**src/design/mdsd_pkg.sv**
```systemverilog
// Shared constants and types for the multiply, divide and shift datapath.
// Assumes all users reference names as mdsd_pkg::name without importing.
package mdsd_pkg;

  // Operand and result widths
  localparam int unsigned OP_W       = 16;
  localparam int unsigned MUL_W      = 17;
  localparam int unsigned PROD_W     = 34;
  localparam int unsigned SH_W       = 40;
  localparam int unsigned SH_AMT_W   = 6;
  localparam int unsigned DIVD_W     = 32;

  // Largest shift distance in either direction
  localparam logic [SH_AMT_W-1:0] SH_MAX = 6'h10;

  // Divide timing in instruction cycles
  localparam int unsigned DIV_CYCLES = 19;
  localparam int unsigned CNT_W      = 5;
  localparam logic [CNT_W-1:0] DIV_CNT_LOAD = 5'h00;
  localparam logic [CNT_W-1:0] DIV_CNT_ITER = 5'h10;
  localparam logic [CNT_W-1:0] DIV_CNT_FIX  = 5'h11;
  localparam logic [CNT_W-1:0] DIV_CNT_LAST = 5'h12;

  // Largest positive and most negative signed quotients
  localparam logic [OP_W-1:0] QUO_MAX_POS = 16'h7fff;
  localparam logic [OP_W-1:0] QUO_MIN_NEG = 16'h8000;

  // Operand interpretation for the multiplier
  typedef enum logic [1:0] {
    MDSD_MUL_SS,
    MDSD_MUL_UU,
    MDSD_MUL_SU
  } mdsd_mul_mode_t;

  // Which execution unit owns the operands
  typedef enum logic {
    MDSD_SRC_INT,
    MDSD_SRC_DSP
  } mdsd_src_t;

  // Divider progress
  typedef enum logic [1:0] {
    MDSD_DIV_IDLE,
    MDSD_DIV_ITER,
    MDSD_DIV_FIX,
    MDSD_DIV_LAST
  } mdsd_div_phase_t;

  // Complete divider context; saved and restored as one unit
  typedef struct packed {
    mdsd_div_phase_t  phase;
    logic [CNT_W-1:0] cnt;
    logic [OP_W:0]    rem;
    logic [OP_W-1:0]  quo;
    logic [OP_W-1:0]  den;
    logic             qneg;
    logic             rneg;
    logic             sgn;
    logic             ovf;
  } mdsd_div_ctx_t;

  localparam mdsd_div_ctx_t DIV_CTX_RESET = '{
    phase: MDSD_DIV_IDLE, cnt: 5'h00, rem: 17'h0_0000, quo: 16'h0000,
    den: 16'h0000, qneg: 1'b0, rneg: 1'b0, sgn: 1'b0, ovf: 1'b0};

endpackage

```
**src/design/mdsd_datapath.sv**
```systemverilog
// Multiply, iterative divide and shift datapath of a 16-bit core.
// Assumes decode and pipeline control drive every input on ref_clk, and that
// the interrupt controller pulses irq_enter and irq_exit around each handler.
//
// Notes on behaviour
// - One 17x17 multiplier gives its product in one cycle and serves both the integer and the signal unit.
// - The multiplier treats operands as signed-signed, unsigned-unsigned or signed-unsigned per instruction.
// - Each 16-bit operand is extended to 17 bits first so that -1.0 times -1.0 is exact.
// - The divider does 16/16 and 32/16 divides, each in fractional or integer form.
// - A divide advances one step per instruction cycle and needs 19 cycles, issued by a repeat loop.
// - An interrupt may suspend a divide at any of its 19 cycles and it later resumes intact.
// - The 40-bit barrel shifter shifts left or right by up to 16 places in one cycle.
// - The shifter takes operands from, and serves, either execution unit.
`timescale 1ns/10ps
module mdsd_datapath (
  input  wire logic                                 ref_clk,
  input  wire logic                                 arst_n,
  // Multiplier
  input  wire logic                                 mul_valid,
  input  wire mdsd_pkg::mdsd_src_t                  mul_src,
  input  wire mdsd_pkg::mdsd_mul_mode_t             mul_mode,
  input  wire logic [mdsd_pkg::OP_W-1:0]            int_mul_a,
  input  wire logic [mdsd_pkg::OP_W-1:0]            int_mul_b,
  input  wire logic [mdsd_pkg::OP_W-1:0]            dsp_mul_a,
  input  wire logic [mdsd_pkg::OP_W-1:0]            dsp_mul_b,
  output logic [mdsd_pkg::PROD_W-1:0]               mul_product,
  output logic                                      mul_done,
  // Shifter
  input  wire logic                                 sh_valid,
  input  wire mdsd_pkg::mdsd_src_t                  sh_src,
  input  wire logic [mdsd_pkg::OP_W-1:0]            int_sh_operand,
  input  wire logic [mdsd_pkg::SH_W-1:0]            dsp_sh_operand,
  input  wire logic signed [mdsd_pkg::SH_AMT_W-1:0] sh_amt,
  input  wire logic                                 sh_arith,
  output logic [mdsd_pkg::SH_W-1:0]                 sh_result,
  output logic                                      sh_done,
  // Divider
  input  wire logic                                 div_valid,
  input  wire logic                                 div_first,
  input  wire logic                                 div_long,
  input  wire logic                                 div_signed,
  input  wire logic                                 div_frac,
  input  wire logic [mdsd_pkg::DIVD_W-1:0]          div_dividend,
  input  wire logic [mdsd_pkg::OP_W-1:0]            div_divisor,
  input  wire logic                                 irq_enter,
  input  wire logic                                 irq_exit,
  output logic [mdsd_pkg::OP_W-1:0]                 div_quotient,
  output logic [mdsd_pkg::OP_W-1:0]                 div_remainder,
  output logic                                      div_overflow,
  output logic                                      div_done,
  output logic                                      div_busy
);

  // Extend one 16-bit operand to 17 bits as signed or unsigned
  function automatic logic [mdsd_pkg::MUL_W-1:0] ext17(input logic [mdsd_pkg::OP_W-1:0] v, input logic sgn);
    ext17 = {sgn & v[mdsd_pkg::OP_W-1], v};
  endfunction

  // Two's complement negate when requested, 16 bits
  function automatic logic [mdsd_pkg::OP_W-1:0] neg16(input logic [mdsd_pkg::OP_W-1:0] v, input logic n);
    neg16 = n ? (~v + 16'h0001) : v;
  endfunction

  // Multiplier state
  logic [mdsd_pkg::PROD_W-1:0] prod_reg;
  logic [mdsd_pkg::PROD_W-1:0] prod_next;
  logic                        mul_done_reg;
  logic                        mul_done_next;
  logic [mdsd_pkg::OP_W-1:0]   ma;
  logic [mdsd_pkg::OP_W-1:0]   mb;
  logic                        a_sgn;
  logic                        b_sgn;
  logic signed [mdsd_pkg::MUL_W-1:0] ma17;
  logic signed [mdsd_pkg::MUL_W-1:0] mb17;

  // Operand routing, sign handling and the one-cycle product
  always_comb begin
    ma = (mul_src == mdsd_pkg::MDSD_SRC_INT) ? int_mul_a : dsp_mul_a;
    mb = (mul_src == mdsd_pkg::MDSD_SRC_INT) ? int_mul_b : dsp_mul_b;
    unique case (mul_mode)
      mdsd_pkg::MDSD_MUL_SS: begin
        a_sgn = 1'b1;
        b_sgn = 1'b1;
      end
      mdsd_pkg::MDSD_MUL_UU: begin
        a_sgn = 1'b0;
        b_sgn = 1'b0;
      end
      mdsd_pkg::MDSD_MUL_SU: begin
        a_sgn = 1'b1;
        b_sgn = 1'b0;
      end
      default: begin // Spare code behaves as unsigned
        a_sgn = 1'b0;
        b_sgn = 1'b0;
      end
    endcase
    // 17-bit extension keeps 0x8000 * 0x8000 from overflowing
    ma17 = $signed(ext17(ma, a_sgn));
    mb17 = $signed(ext17(mb, b_sgn));
    prod_next     = mul_valid ? PROD_CAST(ma17 * mb17) : prod_reg;
    mul_done_next = mul_valid;
  end

  // Product is 34 bits, exactly the signed 17x17 width
  function automatic logic [mdsd_pkg::PROD_W-1:0] PROD_CAST(input logic signed [mdsd_pkg::PROD_W-1:0] v);
    PROD_CAST = v;
  endfunction

  always_ff @(posedge ref_clk or negedge arst_n) begin
    if (!arst_n) begin
      prod_reg     <= 34'h0_0000_0000;
      mul_done_reg <= 1'b0;
    end else begin
      prod_reg     <= prod_next;
      mul_done_reg <= mul_done_next;
    end
  end

  assign mul_product = prod_reg;
  assign mul_done    = mul_done_reg;

  // Shared barrel shifter
  mdsd_shifter u_shifter (
    .ref_clk        (ref_clk),
    .arst_n         (arst_n),
    .sh_valid       (sh_valid),
    .sh_src         (sh_src),
    .int_sh_operand (int_sh_operand),
    .dsp_sh_operand (dsp_sh_operand),
    .sh_amt         (sh_amt),
    .sh_arith       (sh_arith),
    .sh_result      (sh_result),
    .sh_done        (sh_done)
  );

  // Divider state: live context, interrupt shadow and results
  mdsd_pkg::mdsd_div_ctx_t ctx_reg;
  mdsd_pkg::mdsd_div_ctx_t ctx_next;
  mdsd_pkg::mdsd_div_ctx_t shadow_reg;
  mdsd_pkg::mdsd_div_ctx_t shadow_next;
  logic [mdsd_pkg::OP_W-1:0] quo_out_reg;
  logic [mdsd_pkg::OP_W-1:0] quo_out_next;
  logic [mdsd_pkg::OP_W-1:0] rem_out_reg;
  logic [mdsd_pkg::OP_W-1:0] rem_out_next;
  logic                      ovf_out_reg;
  logic                      ovf_out_next;
  logic                      div_done_reg;
  logic                      div_done_next;
  logic [mdsd_pkg::DIVD_W-1:0] num;
  logic [mdsd_pkg::DIVD_W-1:0] nmag;
  logic [mdsd_pkg::OP_W-1:0]   dmag;
  logic                        nneg;
  logic                        dneg;
  logic [mdsd_pkg::OP_W:0]     trial;

  // One step per issued cycle; no step is taken while div_valid is low,
  // so an interrupt that stalls the repeat loop simply freezes the context
  always_comb begin
    ctx_next      = ctx_reg;
    shadow_next   = shadow_reg;
    quo_out_next  = quo_out_reg;
    rem_out_next  = rem_out_reg;
    ovf_out_next  = ovf_out_reg;
    div_done_next = 1'b0;
    // Dividend alignment for the four divide forms
    if (div_long) begin
      num = (div_frac && div_signed) ? {div_dividend[mdsd_pkg::DIVD_W-1], div_dividend[mdsd_pkg::DIVD_W-1:1]}
          : div_frac ? {1'b0, div_dividend[mdsd_pkg::DIVD_W-1:1]} : div_dividend;
    end else if (div_frac) begin
      num = {div_signed & div_dividend[mdsd_pkg::OP_W-1], div_dividend[mdsd_pkg::OP_W-1:0], 15'h0000};
    end else begin
      num = {{mdsd_pkg::OP_W{div_signed & div_dividend[mdsd_pkg::OP_W-1]}}, div_dividend[mdsd_pkg::OP_W-1:0]};
    end
    nneg  = div_signed & num[mdsd_pkg::DIVD_W-1];
    dneg  = div_signed & div_divisor[mdsd_pkg::OP_W-1];
    nmag  = nneg ? (~num + 32'h0000_0001) : num;
    dmag  = neg16(div_divisor, dneg);
    trial = {ctx_reg.rem[mdsd_pkg::OP_W-1:0], ctx_reg.quo[mdsd_pkg::OP_W-1]};
    if (div_valid && div_first) begin
      ctx_next.phase = mdsd_pkg::MDSD_DIV_ITER;
      ctx_next.cnt   = mdsd_pkg::DIV_CNT_LOAD + 5'h01;
      ctx_next.rem   = {1'b0, nmag[mdsd_pkg::DIVD_W-1:mdsd_pkg::OP_W]};
      ctx_next.quo   = nmag[mdsd_pkg::OP_W-1:0];
      ctx_next.den   = dmag;
      ctx_next.qneg  = nneg ^ dneg;
      ctx_next.rneg  = nneg;
      ctx_next.sgn   = div_signed;
      ctx_next.ovf   = (dmag == 16'h0000) || (nmag[mdsd_pkg::DIVD_W-1:mdsd_pkg::OP_W] >= dmag);
    end else if (div_valid) begin
      unique case (ctx_reg.phase)
        mdsd_pkg::MDSD_DIV_IDLE: begin
          ctx_next = ctx_reg;
        end
        mdsd_pkg::MDSD_DIV_ITER: begin
          // Restoring step: remainder stays below the divisor
          if (trial >= {1'b0, ctx_reg.den}) begin
            ctx_next.rem = trial - {1'b0, ctx_reg.den};
            ctx_next.quo = {ctx_reg.quo[mdsd_pkg::OP_W-2:0], 1'b1};
          end else begin
            ctx_next.rem = trial;
            ctx_next.quo = {ctx_reg.quo[mdsd_pkg::OP_W-2:0], 1'b0};
          end
          ctx_next.cnt = ctx_reg.cnt + 5'h01;
          if (ctx_reg.cnt == mdsd_pkg::DIV_CNT_ITER) begin
            ctx_next.phase = mdsd_pkg::MDSD_DIV_FIX;
          end
        end
        mdsd_pkg::MDSD_DIV_FIX: begin
          // Apply signs and catch a quotient too large for 16 signed bits
          ctx_next.quo = neg16(ctx_reg.quo, ctx_reg.qneg);
          ctx_next.rem = {1'b0, neg16(ctx_reg.rem[mdsd_pkg::OP_W-1:0], ctx_reg.rneg)};
          ctx_next.ovf = ctx_reg.ovf | (ctx_reg.sgn && (ctx_reg.quo > mdsd_pkg::QUO_MAX_POS)
                         && !(ctx_reg.qneg && ctx_reg.quo == mdsd_pkg::QUO_MIN_NEG));
          ctx_next.cnt   = mdsd_pkg::DIV_CNT_LAST;
          ctx_next.phase = mdsd_pkg::MDSD_DIV_LAST;
        end
        mdsd_pkg::MDSD_DIV_LAST: begin
          quo_out_next   = ctx_reg.quo;
          rem_out_next   = ctx_reg.rem[mdsd_pkg::OP_W-1:0];
          ovf_out_next   = ctx_reg.ovf;
          div_done_next  = 1'b1;
          ctx_next.cnt   = mdsd_pkg::DIV_CNT_LOAD;
          ctx_next.phase = mdsd_pkg::MDSD_DIV_IDLE;
        end
      endcase
    end
    // Interrupt entry snapshots the frozen context; exit puts it back,
    // so a divide issued inside the handler cannot corrupt the outer one
    if (irq_enter) begin
      shadow_next = ctx_reg;
    end
    if (irq_exit) begin
      ctx_next = shadow_reg;
    end
  end

  always_ff @(posedge ref_clk or negedge arst_n) begin
    if (!arst_n) begin
      ctx_reg      <= mdsd_pkg::DIV_CTX_RESET;
      shadow_reg   <= mdsd_pkg::DIV_CTX_RESET;
      quo_out_reg  <= 16'h0000;
      rem_out_reg  <= 16'h0000;
      ovf_out_reg  <= 1'b0;
      div_done_reg <= 1'b0;
    end else begin
      ctx_reg      <= ctx_next;
      shadow_reg   <= shadow_next;
      quo_out_reg  <= quo_out_next;
      rem_out_reg  <= rem_out_next;
      ovf_out_reg  <= ovf_out_next;
      div_done_reg <= div_done_next;
    end
  end

  assign div_quotient  = quo_out_reg;
  assign div_remainder = rem_out_reg;
  assign div_overflow  = ovf_out_reg;
  assign div_done      = div_done_reg;
  assign div_busy      = (ctx_reg.phase != mdsd_pkg::MDSD_DIV_IDLE);

endmodule

```
**src/design/mdsd_shifter.sv**
```systemverilog
// Single-cycle 40-bit barrel shifter with operand routing from either unit.
// Assumes control inputs come from decode logic on ref_clk.
`timescale 1ns/10ps
module mdsd_shifter (
  input  wire logic                              ref_clk,
  input  wire logic                              arst_n,
  input  wire logic                              sh_valid,
  input  wire mdsd_pkg::mdsd_src_t               sh_src,
  input  wire logic [mdsd_pkg::OP_W-1:0]         int_sh_operand,
  input  wire logic [mdsd_pkg::SH_W-1:0]         dsp_sh_operand,
  input  wire logic signed [mdsd_pkg::SH_AMT_W-1:0] sh_amt,
  input  wire logic                              sh_arith,
  output logic [mdsd_pkg::SH_W-1:0]              sh_result,
  output logic                                   sh_done
);

  logic [mdsd_pkg::SH_W-1:0] result_reg;
  logic [mdsd_pkg::SH_W-1:0] result_next;
  logic                      done_reg;
  logic                      done_next;
  logic [mdsd_pkg::SH_W-1:0] operand;
  logic [mdsd_pkg::SH_AMT_W-1:0] mag;

  // Route operand and compute the shift; amounts beyond 16 saturate
  always_comb begin
    if (sh_src == mdsd_pkg::MDSD_SRC_INT) begin
      operand = sh_arith ? {{(mdsd_pkg::SH_W-mdsd_pkg::OP_W){int_sh_operand[mdsd_pkg::OP_W-1]}}, int_sh_operand}
                         : {{(mdsd_pkg::SH_W-mdsd_pkg::OP_W){1'b0}}, int_sh_operand};
    end else begin
      operand = dsp_sh_operand;
    end
    mag = sh_amt[mdsd_pkg::SH_AMT_W-1] ? (~sh_amt + 6'h01) : sh_amt;
    if (mag > mdsd_pkg::SH_MAX) begin
      mag = mdsd_pkg::SH_MAX;
    end
    result_next = result_reg;
    done_next   = sh_valid;
    if (sh_valid) begin
      // Separate branches keep the arithmetic shift signed; a ternary would make it logical
      if (sh_amt[mdsd_pkg::SH_AMT_W-1]) begin
        if (sh_arith) begin
          result_next = $signed(operand) >>> mag;
        end else begin
          result_next = operand >> mag;
        end
      end else begin
        result_next = operand << mag;
      end
    end
  end

  // Result registered on the same edge that takes the request
  always_ff @(posedge ref_clk or negedge arst_n) begin
    if (!arst_n) begin
      result_reg <= 40'h00_0000_0000;
      done_reg   <= 1'b0;
    end else begin
      result_reg <= result_next;
      done_reg   <= done_next;
    end
  end

  assign sh_result = result_reg;
  assign sh_done   = done_reg;

endmodule

```
**config.mk**
```make
export PLATFORM = sky130hd
export DESIGN_NAME = mdsd_datapath
export DESIGN_NICKNAME = d
export VERILOG_FILES = /design/src/design/mdsd_pkg.sv /design/src/design/mdsd_datapath.sv /design/src/design/mdsd_shifter.sv
export SDC_FILE = /design/constraint.sdc
export NUM_CORES = 2
export LEC_CHECK = 0
export BUFFER_PORTS_ARGS = -buffer_cell sky130_fd_sc_hd__buf_4
export CAP_MARGIN = 10
export CORE_MARGIN = 2
export CORE_UTILIZATION = 65
export DETAILED_ROUTE_END_ITERATION = 8
export PLACE_DENSITY = 0.84
export REMOVE_ABC_BUFFERS = 1
export SLEW_MARGIN = 20
export SYNTH_ARGS = -nofsm -noshare
export SYNTH_HDL_FRONTEND = slang
export SYNTH_HIERARCHICAL = 1
export SYNTH_SLANG_ARGS = --single-unit
```
**constraint.sdc**
```tcl
create_clock -name ref_clk -period 7.33 [get_ports ref_clk]
set_clock_uncertainty 0.15 [all_clocks]
set_input_delay 0.3665 -clock ref_clk [delete_from_list [all_inputs] [get_ports ref_clk]]
set_output_delay 0.3665 -clock ref_clk [all_outputs]
set_load 0.005 [all_outputs]
```
==> key figures <==
Run status
  – Status: finished, final reports clean

Floorplanning
  – # IOs: 301
  – Chip Height: 220 um
  – Core area: 46300 um2
  – Die Area: 48300 um2
  – Starting Density: 65.4%
  – Row count: 79
  – Die Span X: 220 um

Logic synthesis
  – Synthesized area per cell: 8.47 um2
  – Post-synth EDFFs: 0
  – Yosys reg bits: 228
  – Syn Inst Count: 3571
  – Sequential cell area fraction in the yosys report: 18.9%
  – Synthesis Warnings: 6
  – Share of synthesized area spent on multiplexers: 10.3%
  – Unique masters post-synth: 110
  – Largest family of logic cells by synthesized area: adder cells
  – Post-synthesis xor/xnor area fraction: 2.77%
  – Post-synthesis adder-cell area fraction: 24.8%
  – Primary FF master, synth: dfrtp_1
  – Synth Area in Compound Gates: 19.2%
  – Simple-gate share of the synthesized area: 15.8%
  – Async SR Flop Fraction: 100%
  – Post-Syn Area: 30300 um2

Detailed routing
  – Post-route DRC: 0
  – Routed Antenna Nets: 0
  – Via count: 29400
  – DR pass1 iterations: 9
  – Routed WL per cell: 24.5 um
  – Iteration-0 DRC Markers: 3898
  – Vias per cell: 6.64
  – Total Routed Length: 108000 um

Flow run
  – MaxCap Viol Count: 0

Global routing
  – Initial antenna violation count: 0
  – GRT Total Usage: 45.0%
  – First-pass GRT wire length: 166000 um
  – Total congestion overflow: 0
  – Largest net degree at the start of global routing: 154
  – Vias in the first global route: 28700

STA
  – Worst slew margin: 22.6%
  – Tmin final: 6840 ps
  – Period utilization: 93.3%
  – Worst-Margin Slew: 1160 ps
  – Final setup vio count: 0
  – Final hold violations: 0
  – Final Slew Violations: 0
  – RSZ-0062 raised after global routing: false
  – Setup_tns: 0 ps
  – Hold_ws: 28.1 ps
  – Setup ws final: 495 ps
  – Highest clock rate: 146 MHz

Worst setup path
  – Worst Path Required: 7620 ps
  – CP endpoint kind: flop
  – Startpoint types: primary input
  – Setup Crit Path Kind: primary input to flop
  – Crit path max fanout: 17
  – Arr. time, crit path: 7130 ps

Clocking
  – Clock transition at path regs: 60 ps
  – Total CTS buffers: 27
  – Post-CTS setup buffers: 0
  – Clk Latency, worst-skew pair: 590 ps
  – CTS max path bufs: 3
  – CTS tree: built
  – H-tree levels: 1
  – Total number of clock tree sinks: 228
  – CTS Root Cell: clkbuf_16

Placed design
  – DP Cell Count: 4379
  – IO Port Bufs: 300
  – Routability cong.: 1.08
  – Dpl ws: -203 ps
  – DP HPWL: 80500 um
  – Placed Area: 33100 um2

Pwr
  – Maximum VDD drop: 689 uV
  – Power Total: 18.7 mW
  – Pwr dens: 548 nW/um2
  – P_leak: 16.0 nW

Cells and area
  – Final instance area: 34100 um2
  – Final Non-Filler Cells: 4430
  – Ant diodes: 0
  – Share of cells above drive strength 1: 17.8%
  – Nets: 4415
  – Layout area overhead: 12.7%
  – Post-Route Utilization: 73.7%

Worst hold path
  – Worst hold path class: primary input to flop
power breakdown:
group	switching, mW	total (mW)	internal [mW]
registers	0.522	2.34	1.82
clock network	0.615	1.44	0.825
logic	8.19	14.9	6.72
total	9.32	18.7	9.36
layout make-up:
class | instances | area [um2]
inverters | 371 | 1390
fillers | 3539 | 12200
repair buffers | 419 | 3220
clock inverters | 16 | 191
clock buffers | 32 | 734
multi-input cells | 2757 | 22100
well taps | 607 | 759
flip-flops and latches | 228 | 5710
cell usage after synthesis, types with 21 or more instances:
master | number | area share [%]
a22oi_1 | 31 | 0.77
a21o_1 | 28 | 0.69
fa_1 | 298 | 20
a211oi_1 | 55 | 1.4
nor2_1 | 342 | 4.2
buf_1 | 24 | 0.30
nand3_1 | 59 | 0.98
clkbuf_1 | 106 | 1.3
dfrtp_1 | 228 | 19
nor3_1 | 59 | 0.98
nand2b_1 | 23 | 0.48
a21oi_1 | 230 | 3.8
a31oi_1 | 52 | 1.1
o21ai_0 | 173 | 2.9
nor2b_1 | 21 | 0.43
xor2_1 | 26 | 0.75
nand2_1 | 460 | 5.7
xnor2_1 | 68 | 2.0
ha_1 | 123 | 5.1
o22ai_1 | 40 | 0.83
inv_1 | 366 | 4.5
mux2i_1 | 139 | 4.6
buf_2 | 48 | 0.79
o211ai_1 | 38 | 0.94
mux2_2 | 143 | 5.3
cells by family (layout without fill, tap and decap cells):
group                      Yosys count  count (layout)
muxes                              288             288
buffers and inverters              586             838
AOI/OAI and AO/OA                  868             868
DFF                                228             228
and+or+nand+nor                   1085            1085
adders and majority gates          421             421
xor gates and xnor gates            95              95
routing by layer:
metal	GRT usage (%)	wire length, um	vias up
met1	57.1	39500	14000
met2	68.5	47500	2042
met4	28.7	8600	2
met5	0.417	26	-
li1	-	-	12800
met3	11.5	12700	540
worst paths after layout:
path                                startpoint                      to  slack, ps  depth (start not counted)
worst min-delay path                 div_first              ctx_reg[0]         30                          3
worst max-delay path                   mul_src         mul_product[32]        490                         26
min in group asynchronous               arst_n          mul_product[3]        200                          2
max in group asynchronous               arst_n  u_shifter/sh_result[1]       5540                          3
worst max register to register     ctx_reg[46]             ctx_reg[48]       3480                          9
worst min register to register  shadow_reg[10]             ctx_reg[10]        330                          2
critical path, stage by stage:
cell     delay [ps]
buf_4           160
buf_12          160
mux2i_1         170
nor3_4          340
inv_1           200
buf_4           220
nor2_1          140
fa_1            460
fa_1            530
fa_1            460
fa_1            540
fa_1            550
inv_1            60
fa_1            530
inv_1            50
ha_1            310
a21o_1          180
a21o_1          170
a21oi_1         160
o31ai_1          90
a31oi_1         470
o31ai_1         150
buf_4           160
a31oi_1         210
xor2_1          180
mux2i_1          90
cell usage in the layout (no fill, tap or decap), types with 15 or more instances in the layout:
master	netlist	final
xnor2_1	68	68
a211oi_1	55	55
o211ai_1	38	38
a221oi_1	15	15
nand4_1	15	15
or3_1	16	16
a22oi_1	31	31
o21ai_0	173	173
mux2i_1	139	139
nand2_1	460	459
o221ai_1	20	20
mux2_2	143	143
ha_1	123	123
nand2b_1	23	23
buf_4	15	410
nor2b_1	21	20
clkbuf_16	0	27
o31ai_1	17	17
inv_1	366	366
a21oi_1	230	230
dfrtp_1	228	228
nor2_1	342	342
nor3_1	59	58
a31oi_1	52	52
xor2_1	26	26
a21o_1	28	28
o22ai_1	40	40
o2111ai_1	18	18
fa_1	298	298
nand3_1	59	59
repair_timing:
action,in CTS,in global routing
gates resized for setup,0,2
endpoints found under the setup margin,0,10
hold buffers,3,0
hold endpoints to repair,77,0
(Power assumes the default switching activity.)
